===== src/hdl/pmcs_consts.vh =====
// Constants for the power mode and clock select block.
`ifndef PMCS_CONSTS_VH
`define PMCS_CONSTS_VH
`define PMCS_SRC_OSC12 3'h0
`define PMCS_SRC_XTAL 3'h1
`define PMCS_SRC_OSC1M 3'h2
`define PMCS_SRC_RTC 3'h3
`define PMCS_SRC_NONE 3'h7
`define PMCS_MAIN_RESET_SRC 3'h0
`define PMCS_MODE_ACTIVE 3'h0
`define PMCS_MODE_SLEEP 3'h1
`define PMCS_MODE_DSLEEP 3'h2
`define PMCS_MODE_PDOWN 3'h3
`define PMCS_MODE_DPDOWN 3'h4
`define PMCS_WK_RESET 0
`define PMCS_WK_PIN_INT 1
`define PMCS_WK_GROUP_INT 2
`define PMCS_WK_OS_TIMER 3
`define PMCS_WK_STD_TIMER 4
`define PMCS_WK_MICRO_TICK 5
`define PMCS_WK_RTC_ALARM 6
`define PMCS_WK_WATCHDOG 7
`define PMCS_WK_BROWNOUT 8
`define PMCS_WK_USB 9
`define PMCS_WK_SERIAL 10
`define PMCS_WK_SERIAL3 11
`define PMCS_WK_COMPARATOR 12
`define PMCS_WK_PROG_LOGIC 13
`define PMCS_WK_WAKE_PIN 14
`define PMCS_WK_IRQ 15
`define PMCS_WK_W 16
`define PMCS_MASK_SLEEP 16'hFFFF
`define PMCS_MASK_DSLEEP 16'h3FFF
`define PMCS_MASK_PDOWN 16'h184D
`define PMCS_MASK_DPDOWN 16'h4049
`define PMCS_FLASH_WAKE_NS 100
`define PMCS_CLK_NS 10
`endif


===== src/hdl/pmcs_glitch_free_mux.v =====
// Glitch-free select between two running clocks with a synchronised handover.
`timescale 1ns/1ps
module pmcs_glitch_free_mux (
  ref_clk,
  sys_rst,
  src_a,
  src_b,
  sel_b,
  clk_out,
  using_b
);
  input wire ref_clk;
  input wire sys_rst;
  input wire src_a;
  input wire src_b;
  input wire sel_b;
  output wire clk_out;
  output reg using_b;
  reg en_a_meta;
  reg en_a;
  reg en_b_meta;
  reg en_b;

  // Each enable only rises after the other side has fallen, so the output never carries both sources at once;
  // the enables step on ref_clk alone, so a source pulse can be cut short, but the handover finishes even if a source stops.
  always @(posedge ref_clk) begin
    if (sys_rst) begin
      en_a_meta <= 1'b1;
      en_a <= 1'b1;
      en_b_meta <= 1'b0;
      en_b <= 1'b0;
      using_b <= 1'b0;
    end else begin
      en_a_meta <= ~sel_b & ~en_b;
      en_a <= en_a_meta;
      en_b_meta <= sel_b & ~en_a;
      en_b <= en_b_meta;
      using_b <= en_b;
    end
  end

  assign clk_out = (src_a & en_a) | (src_b & en_b);
endmodule


===== src/hdl/pmcs_power_mode_ctrl.v =====
// Power mode sequencer with clock source selection and supply drop handling.
// Notes on behaviour
// - Each frequency synth picks reference from 12 MHz, crystal, 1 MHz or RTC osc.
// - Each frequency synth has its own software enable.
// - Synchronised multiplexer switches only while old and new clocks both run; here the handover steps on ref_clk and finishes either way.
// - Unsynchronised multiplexers need the following divider halted while switching.
// - Each synth reference multiplexer offers a tied-off source for unused outputs; the main multiplexer has none.
// - High oscillator runs at 96 MHz; low output is a 12 MHz divide-down.
// - RTC oscillator clock reaches the tree only once its enable is set.
// - Supply drop below threshold raises an interrupt or a reset, as configured.
// - Sleep stops both core clocks; selected peripherals keep running.
// - Deep-sleep powers flash down, stops cores, gates unselected peripherals.
// - Deep-sleep ends on reset, pins, timers, alarm, watchdog, brownout or peripherals.
// - Deep-sleep keeps SRAM, GPIO state and registers.
// - SRAM not set for retention stays active in low-power modes.
// - Power-down ends on reset, group pins, OS timer, alarm, serial 3 or comparator.
// - Power-down retains primary core state.
// - Power-down holds no GPIO levels; all pins read zero.
// - Power-down keeps only pin config, serial 3, group int, RTC, timer, comparator.
// - Deep power-down keeps only RTC domain, reset pin, wake pins, optional OS timer; here SRAM banks also stay retained or active.
// - Deep power-down ends on reset pin, alarm, wake pin or OS timer time-out.
// - One-hertz alarm flag raises an RTC wake request able to leave deep power-down.
// - Deep power-down drives every functional pin high impedance.
// - Main clock comes from the 12 MHz oscillator after reset.
`timescale 1ns/1ps
`include "pmcs_consts.vh"
module pmcs_power_mode_ctrl #(
  parameter NUM_PERIPH = 8,
  parameter NUM_SRAM = 6,
  parameter NUM_PINS = 16,
  parameter FLASH_WAKE_NS = `PMCS_FLASH_WAKE_NS
) (
  input wire ref_clk,
  input wire sys_rst,
  input wire internal_osc_low_out,
  input wire xtal_clk,
  input wire low_power_osc_out,
  input wire rtc_osc_clock,
  input wire rtc_osc_control,
  input wire [2:0] first_freq_synth_src,
  input wire [2:0] second_freq_synth_src,
  input wire first_freq_synth_en,
  input wire second_freq_synth_en,
  output wire first_synth_ref,
  output wire second_synth_ref,
  output reg first_freq_synth_on,
  output reg second_freq_synth_on,
  input wire main_sel_b,
  input wire main_src_b,
  output wire main_clk,
  output wire main_using_b,
  output reg internal_osc_high_on,
  output reg [2:0] internal_osc_div,
  input wire [2:0] mode_req,
  input wire mode_go,
  input wire [NUM_PERIPH-1:0] periph_keep,
  input wire os_timer_keep,
  input wire [NUM_SRAM-1:0] sram_retain,
  input wire [`PMCS_WK_W-1:0] wake_src,
  input wire one_hertz_alarm_flag,
  input wire supply_drop_detector,
  input wire drop_reset_mode,
  output reg drop_irq,
  output reg drop_reset,
  output reg [2:0] mode_state,
  output reg primary_core_clk_en,
  output reg secondary_core_clk_en,
  output reg primary_core_retain,
  output reg [NUM_PERIPH-1:0] periph_clk_en,
  output reg flash_power_en,
  output reg dcdc_en,
  output reg [NUM_SRAM-1:0] sram_active,
  output reg [NUM_SRAM-1:0] sram_retention,
  output reg reg_keep_all,
  output reg reg_keep_pdown_set,
  output reg gpio_hold,
  input wire [NUM_PINS-1:0] gpio_out_in,
  input wire [NUM_PINS-1:0] gpio_oe_in,
  output reg [NUM_PINS-1:0] gpio_out,
  output reg [NUM_PINS-1:0] gpio_oe,
  output reg os_timer_power,
  output reg wake_event
);

  localparam integer FLASH_WAKE_CYC = (FLASH_WAKE_NS + `PMCS_CLK_NS - 1) / `PMCS_CLK_NS;
  localparam [7:0] FLASH_WAKE_CNT = FLASH_WAKE_CYC < 1 ? 8'h01 : FLASH_WAKE_CYC[7:0];
  localparam [1:0] ST_RUN = 2'h0;
  localparam [1:0] ST_LOW = 2'h1;
  localparam [1:0] ST_POWER_UP = 2'h2;
  localparam [1:0] ST_CLOCK_UP = 2'h3;

  reg [1:0] state;
  reg [7:0] wait_cnt;
  reg [`PMCS_WK_W-1:0] wake_meta;
  reg [`PMCS_WK_W-1:0] wake_sync;
  reg [1:0] alarm_sync;
  reg [1:0] drop_sync;
  reg [1:0] rtc_en_sync;
  reg gated_rtc;
  reg [`PMCS_WK_W-1:0] wake_vec;
  reg [`PMCS_WK_W-1:0] wake_mask;
  reg [1:0] next_state;

  // Unsynchronised source select; a glitch-free change needs the divider halted.
  function pick_src;
    input [2:0] sel;
    input osc12;
    input xtal;
    input osc1m;
    input rtc;
    begin
      case (sel)
        `PMCS_SRC_OSC12: pick_src = osc12;
        `PMCS_SRC_XTAL: pick_src = xtal;
        `PMCS_SRC_OSC1M: pick_src = osc1m;
        `PMCS_SRC_RTC: pick_src = rtc;
        default: pick_src = 1'b0;
      endcase
    end
  endfunction

  function [`PMCS_WK_W-1:0] mode_wake_mask;
    input [2:0] mode;
    begin
      case (mode)
        `PMCS_MODE_SLEEP: mode_wake_mask = `PMCS_MASK_SLEEP;
        `PMCS_MODE_DSLEEP: mode_wake_mask = `PMCS_MASK_DSLEEP;
        `PMCS_MODE_PDOWN: mode_wake_mask = `PMCS_MASK_PDOWN;
        `PMCS_MODE_DPDOWN: mode_wake_mask = `PMCS_MASK_DPDOWN;
        default: mode_wake_mask = {`PMCS_WK_W{1'b0}};
      endcase
    end
  endfunction

  // The RTC clock is combinationally gated by a synchronised enable level.
  always @(posedge ref_clk) begin
    if (sys_rst) begin
      rtc_en_sync <= 2'h0;
      gated_rtc <= 1'b0;
    end else begin
      rtc_en_sync <= {rtc_en_sync[0], rtc_osc_control};
      gated_rtc <= rtc_en_sync[1];
    end
  end

  assign first_synth_ref = pick_src(first_freq_synth_src, internal_osc_low_out, xtal_clk, low_power_osc_out,
    rtc_osc_clock & gated_rtc);
  assign second_synth_ref = pick_src(second_freq_synth_src, internal_osc_low_out, xtal_clk, low_power_osc_out,
    rtc_osc_clock & gated_rtc);

  pmcs_glitch_free_mux u_main_mux (
    .ref_clk(ref_clk),
    .sys_rst(sys_rst),
    .src_a(internal_osc_low_out),
    .src_b(main_src_b),
    .sel_b(main_sel_b),
    .clk_out(main_clk),
    .using_b(main_using_b)
  );

  always @(posedge ref_clk) begin
    if (sys_rst) begin
      wake_meta <= {`PMCS_WK_W{1'b0}};
      wake_sync <= {`PMCS_WK_W{1'b0}};
      alarm_sync <= 2'h0;
      drop_sync <= 2'h0;
    end else begin
      wake_meta <= wake_src;
      wake_sync <= wake_meta;
      alarm_sync <= {alarm_sync[0], one_hertz_alarm_flag};
      drop_sync <= {drop_sync[0], supply_drop_detector};
    end
  end

  always @* begin
    wake_vec = wake_sync;
    wake_vec[`PMCS_WK_RTC_ALARM] = wake_sync[`PMCS_WK_RTC_ALARM] | alarm_sync[1];
    wake_vec[`PMCS_WK_BROWNOUT] = wake_sync[`PMCS_WK_BROWNOUT] | drop_sync[1];
    wake_mask = mode_wake_mask(mode_state);
    if (mode_state == `PMCS_MODE_DPDOWN && !os_timer_keep) begin
      wake_mask[`PMCS_WK_OS_TIMER] = 1'b0;
    end
  end

  always @* begin
    next_state = state;
    case (state)
      ST_RUN: begin
        if (mode_go && mode_req != `PMCS_MODE_ACTIVE && mode_req <= `PMCS_MODE_DPDOWN) begin
          next_state = ST_LOW;
        end
      end
      ST_LOW: begin
        if (|(wake_vec & wake_mask)) begin
          next_state = ST_POWER_UP;
        end
      end
      ST_POWER_UP: begin
        if (wait_cnt == 8'h00) begin
          next_state = ST_CLOCK_UP;
        end
      end
      ST_CLOCK_UP: next_state = ST_RUN;
      default: next_state = ST_RUN;
    endcase
  end

  always @(posedge ref_clk) begin
    if (sys_rst) begin
      state <= ST_RUN;
      mode_state <= `PMCS_MODE_ACTIVE;
      wait_cnt <= 8'h00;
      wake_event <= 1'b0;
    end else begin
      state <= next_state;
      wake_event <= (state == ST_LOW) && (next_state == ST_POWER_UP);
      if (state == ST_RUN && next_state == ST_LOW) begin
        mode_state <= mode_req;
      end else if (state == ST_CLOCK_UP) begin
        mode_state <= `PMCS_MODE_ACTIVE;
      end
      if (state == ST_LOW) begin
        wait_cnt <= FLASH_WAKE_CNT;
      end else if (wait_cnt != 8'h00) begin
        wait_cnt <= wait_cnt - 8'h01;
      end
    end
  end

  // Outputs follow the mode; power comes back in ST_POWER_UP, clocks one step later.
  always @(posedge ref_clk) begin
    if (sys_rst) begin
      primary_core_clk_en <= 1'b1;
      secondary_core_clk_en <= 1'b1;
      primary_core_retain <= 1'b0;
      periph_clk_en <= {NUM_PERIPH{1'b1}};
      flash_power_en <= 1'b1;
      dcdc_en <= 1'b1;
      sram_active <= {NUM_SRAM{1'b1}};
      sram_retention <= {NUM_SRAM{1'b0}};
      reg_keep_all <= 1'b1;
      reg_keep_pdown_set <= 1'b1;
      gpio_hold <= 1'b1;
      gpio_out <= {NUM_PINS{1'b0}};
      gpio_oe <= {NUM_PINS{1'b0}};
      os_timer_power <= 1'b1;
      first_freq_synth_on <= 1'b0;
      second_freq_synth_on <= 1'b0;
      internal_osc_high_on <= 1'b1;
      internal_osc_div <= 3'h0;
      drop_irq <= 1'b0;
      drop_reset <= 1'b0;
    end else begin
      internal_osc_high_on <= 1'b1;
      internal_osc_div <= internal_osc_div + 3'h1;
      drop_irq <= drop_sync[1] & ~drop_reset_mode;
      drop_reset <= drop_sync[1] & drop_reset_mode;
      gpio_out <= gpio_out_in;
      gpio_oe <= gpio_oe_in;
      if (state == ST_LOW) begin
        primary_core_clk_en <= 1'b0;
        secondary_core_clk_en <= 1'b0;
        first_freq_synth_on <= 1'b0;
        second_freq_synth_on <= 1'b0;
        case (mode_state)
          `PMCS_MODE_SLEEP: begin
            periph_clk_en <= periph_keep;
          end
          `PMCS_MODE_DSLEEP: begin
            flash_power_en <= 1'b0;
            periph_clk_en <= periph_keep;
            reg_keep_all <= 1'b1;
            gpio_hold <= 1'b1;
            sram_retention <= sram_retain;
            sram_active <= ~sram_retain;
          end
          `PMCS_MODE_PDOWN: begin
            flash_power_en <= 1'b0;
            dcdc_en <= 1'b0;
            periph_clk_en <= periph_keep;
            primary_core_retain <= 1'b1;
            gpio_hold <= 1'b0;
            gpio_out <= {NUM_PINS{1'b0}};
            reg_keep_all <= 1'b0;
            reg_keep_pdown_set <= 1'b1;
            sram_retention <= sram_retain;
            sram_active <= ~sram_retain;
          end
          `PMCS_MODE_DPDOWN: begin
            flash_power_en <= 1'b0;
            dcdc_en <= 1'b0;
            periph_clk_en <= {NUM_PERIPH{1'b0}};
            reg_keep_all <= 1'b0;
            reg_keep_pdown_set <= 1'b0;
            gpio_hold <= 1'b0;
            gpio_out <= {NUM_PINS{1'b0}};
            gpio_oe <= {NUM_PINS{1'b0}};
            os_timer_power <= os_timer_keep;
            sram_retention <= sram_retain;
            sram_active <= ~sram_retain;
          end
          default: begin
            periph_clk_en <= periph_keep;
          end
        endcase
      end else if (state == ST_POWER_UP) begin
        dcdc_en <= 1'b1;
        flash_power_en <= 1'b1;
        os_timer_power <= 1'b1;
        sram_active <= {NUM_SRAM{1'b1}};
        sram_retention <= {NUM_SRAM{1'b0}};
        reg_keep_all <= 1'b1;
        reg_keep_pdown_set <= 1'b1;
        gpio_hold <= 1'b1;
        gpio_oe <= {NUM_PINS{1'b0}};
        gpio_out <= {NUM_PINS{1'b0}};
      end else begin
        primary_core_clk_en <= 1'b1;
        secondary_core_clk_en <= 1'b1;
        primary_core_retain <= 1'b0;
        periph_clk_en <= {NUM_PERIPH{1'b1}};
        first_freq_synth_on <= first_freq_synth_en;
        second_freq_synth_on <= second_freq_synth_en;
      end
    end
  end
endmodule


===== config.mk =====
export PLATFORM = sky130hd
export DESIGN_NAME = pmcs_power_mode_ctrl
export DESIGN_NICKNAME = d
export VERILOG_FILES = /design/src/hdl/pmcs_glitch_free_mux.v /design/src/hdl/pmcs_power_mode_ctrl.v
export VERILOG_INCLUDE_DIRS = /design/src /design/src/hdl
export SDC_FILE = /design/constraint.sdc
export NUM_CORES = 1
export LEC_CHECK = 0
export ABC_CLOCK_PERIOD_IN_PS = 5000
export BUFFER_PORTS_ARGS = -buffer_cell sky130_fd_sc_hd__buf_2
export CORE_AREA = 2 2 110 112
export DETAILED_ROUTE_END_ITERATION = 12
export DIE_AREA = 0 0 112 114
export PLACE_DENSITY = 0.66
export SYNTH_ARGS = -nofsm -noshare
export SYNTH_HDL_FRONTEND = slang
export SYNTH_SLANG_ARGS = --single-unit

===== constraint.sdc =====
create_clock -name ref_clk -period 5 [get_ports ref_clk]
set_clock_uncertainty 0.05 [all_clocks]
set_input_delay 0.25 -clock ref_clk [delete_from_list [all_inputs] [get_ports ref_clk]]
set_output_delay 0.25 -clock ref_clk [all_outputs]
set_load 0.01 [all_outputs]

==> impl_metrics.ini <==
[yosys]
yosysMostFrequentCell = dfxtp_1
synth_top_area_share_pct = 56.2
synth_area_per_cell_um2 = 10.3
synth_common_cells = dfxtp_1, nor2b_1, and2_1, nor2_1, clkbuf_1
synth-warning-count = 0
netlist_area_mm2 = 0.00441
yosysSeqAreaShare_pct = 56.2
synth_area_leaders = dfxtp_1, nor2b_1, and2_1
netlist_instances = 430
synth_top_area_cell = dfxtp_1
synthFlopType = dfxtp_1
syn-num-nets = 526
ys_seq_elements = 124
synth_edf_count = 0
async_flop_share_pct = 0
ys_types = 48

[min_path]
hold_path_end = gpio_oe[7]
min_path_cells = 2
hold_class = in2reg
hp-start = gpio_oe_in[7]

[cells_and_area]
n_fill_cell = 1040
regArea_mm2 = 0.00248
postLayoutCellArea_mm2 = 0.00634
nNetsFinal = 728
layout-drive-gt1-share_pct = 31.5
area_growth_pct = 43.7
multi_input_area_mm2 = 0.00178
antenna_cells = 0

[setup_path]
crit_slowest_cell = nor2_1
path_cells = inv_1, ha_1, inv_1, nor2_1, a22oi_1, nor2_1
critPathCaptureType = flop
cp_max_fo = 19
r2r_end = sram_retention[5]
path_class = reg2reg
max_stage_delay_ns = 0.70
r2r_setup_slack_ns = 2.35
rr_startpoint = state[1]
cp-start-kind = flop
rr_worst_depth = 6
required_ns = 5.29
crit_arrival_ns = 2.94

[routing]
num_vias = 3625
wl_mm = 9.93
vias_per_cell = 4.58
drt_pass1_iterations = 4
remaining_drc_errors = 0
antenna_left = 0
drtIter0Drc = 162
routedWlPerCell_um = 12.5

[timing]
finalHoldViolations = 0
min_period_ns = 2.65
setup_tns_ns = 0
whs_ns = 0.0137
tightest_slew_ns = 0.766
slew_headroom_pct = 48.8
setup_viol = 0
final.period_utilization_pct = 53.0
rsz0062_at_grt = false
fmax_mhz = 378
final_max_slew_viol_count = 0

[pwr]
p_seq_share_pct = 38.5
swShare_pct = 29.3
leakage_nw = 2.82
cellPowerDensity_mw_per_mm2 = 482
power.internal_mw = 2.16
peakVddDrop_v = 0.000248
power_mw = 3.06
p_switching_mw = 0.897
clock_power_share_pct = 39.4
combPwrFrac_pct = 22.1

[place]
gp_congestion = 0.807
placed_area_mm2 = 0.00532
dp_hpwl_mm = 6.67
portBuffers = 162

[floorplanning]
die_h_um = 114
ios = 164
core_area_mm2 = 0.0117
chipWidth_um = 112
die-area_mm2 = 0.0128
rows = 40
start_util_pct = 37.7

[clock_network]
clock-sinks = 124
root_buffer = clkbuf_16
cts_resized = 0
cts_hold_buf = 43
cts_tree = done
path_clk_slew_ns = 0.06
cts_buffers = 17
clk_path_buf_depth = 2
post_cts_buffers = 0
cts_max_level = 4
insertion_delay_ns = 0.40

[job]
max_cap_viol_count = 0

[global_route]
grt_usage_pct = 15.6
gr-total-overflow = 0
grt_pass1_wl_mm = 15.8
grt_pass1_vias = 3361
antenna_found_initial = 0
grt_max_degree = 51

[outcome]
outcome = finished clean
## metal layers
metal | up-vias | share of wire [%] | track usage, %
met4 | 0 | 1.6 | 6.75
met1 | 1612 | 44 | 18.6
met2 | 133 | 47 | 25.1
met5 | - | 0 | 0
li1 | 1863 | - | -
met3 | 17 | 7.9 | 6.11
## kinds of logic (layout without fill, tap and decap cells)
| family | Yosys count | count (layout) | synth area share [%] |
|---|---|---|---|
| xor+xnor | 7 | 7 | 1.39 |
| buf+inv | 35 | 250 | 3.40 |
| compound gates | 76 | 76 | 12.6 |
| simple gates | 173 | 173 | 22.6 |
| flops | 124 | 124 | 56.2 |
| mux | 5 | 5 | 1.13 |
| other cells | 1 | 1 | 0.0850 |
| fa+ha+maj | 9 | 9 | 2.55 |
## power groups by stage
stage | combinational, mW | sequential (mW) | clock, mW
final | 0.677 | 1.18 | 1.20
after detailed placement | 0.649 | 1.20 | 0
after global placement | 0.637 | 1.19 | 0
after global routing | 0.753 | 1.19 | 1.28
after CTS | 0.680 | 1.18 | 1.23
after floorplan | 0.439 | 1.21 | 0
## cells in the final DEF, fill, tap and decap left out, types with 3 or more instances in the layout
cell	instances
and2_1	33
or3_1	3
o21ai_1	4
a211oi_1	11
xnor2_1	5
nor2b_1	54
a22oi_1	6
nand3_1	4
clkinvlp_4	5
a311oi_1	4
ha_1	9
clkbuf_16	17
a21oi_1	9
nor2_1	29
nand2b_1	16
nand2_1	9
nor3b_1	4
o21bai_1	10
nor3_1	8
dfxtp_1	124
clkinv_4	3
buf_2	162
inv_1	11
o2bb2ai_1	6
o21ai_0	7
dlygate4sd3_1	43
nor4_1	4
a31oi_1	4
mux2i_1	5
## metrics by stage
step                setup WS [ns]  instances  util, %
floorplan                    2.79        430        -
global placement             2.49        717     45.4
detailed placement           2.39        717     45.4
CTS                          2.35        792     54.1
global route                 2.01        792     54.1
finish                       2.35        792     54.1
## how the worst max path moves through the flow
stage | from | to | slack [ns] | depth (start not counted)
CTS | state[1] | sram_retention[5] | 2.35 | 6
floorplan | wait_cnt[2] | mode_state[0] | 2.79 | 6
finish | state[1] | sram_retention[5] | 2.35 | 6
global route | state[1] | sram_retention[5] | 2.01 | 6
global placement | state[1] | sram_retention[1] | 2.49 | 6
detailed placement | state[1] | sram_retention[1] | 2.39 | 6
## flip-flops by register name, indices dropped and copies added (netlist names), 2 cells and up
| register | count |
|---|---|
| mode_state | 3 |
| gpio_out | 16 |
| wake_meta | 16 |
| gpio_oe | 16 |
| periph_clk_en | 8 |
| internal_osc_div | 3 |
| drop_sync | 2 |
| sram_retention | 6 |
| state | 2 |
| alarm_sync | 2 |
| rtc_en_sync | 2 |
| wait_cnt | 8 |
| sram_active | 6 |
| wake_sync | 16 |
## area by class of cell
cell class / instances / share of cell area [%]
Clock buffer: 19 / 7.14
Tap cell: 147 / 2.90
Multi-Input combinational cell: 271 / 28.1
Clock inverter: 13 / 2.25
Timing Repair Buffer: 207 / 19.8
Inverter: 11 / 0.651
Sequential cell: 124 / 39.1
## critical path: cells and delay by family (launching register included)
family / cells / cell delay [ns]
adders and majority gates: 1 / 0.57
AOI/OAI and AO/OA: 1 / 0.24
and+or+nand+nor: 2 / 0.81
buffers and inverters: 2 / 0.55
DFF: 1 / 0.36
No activity file was read; power rests on OpenSTA's default activity.
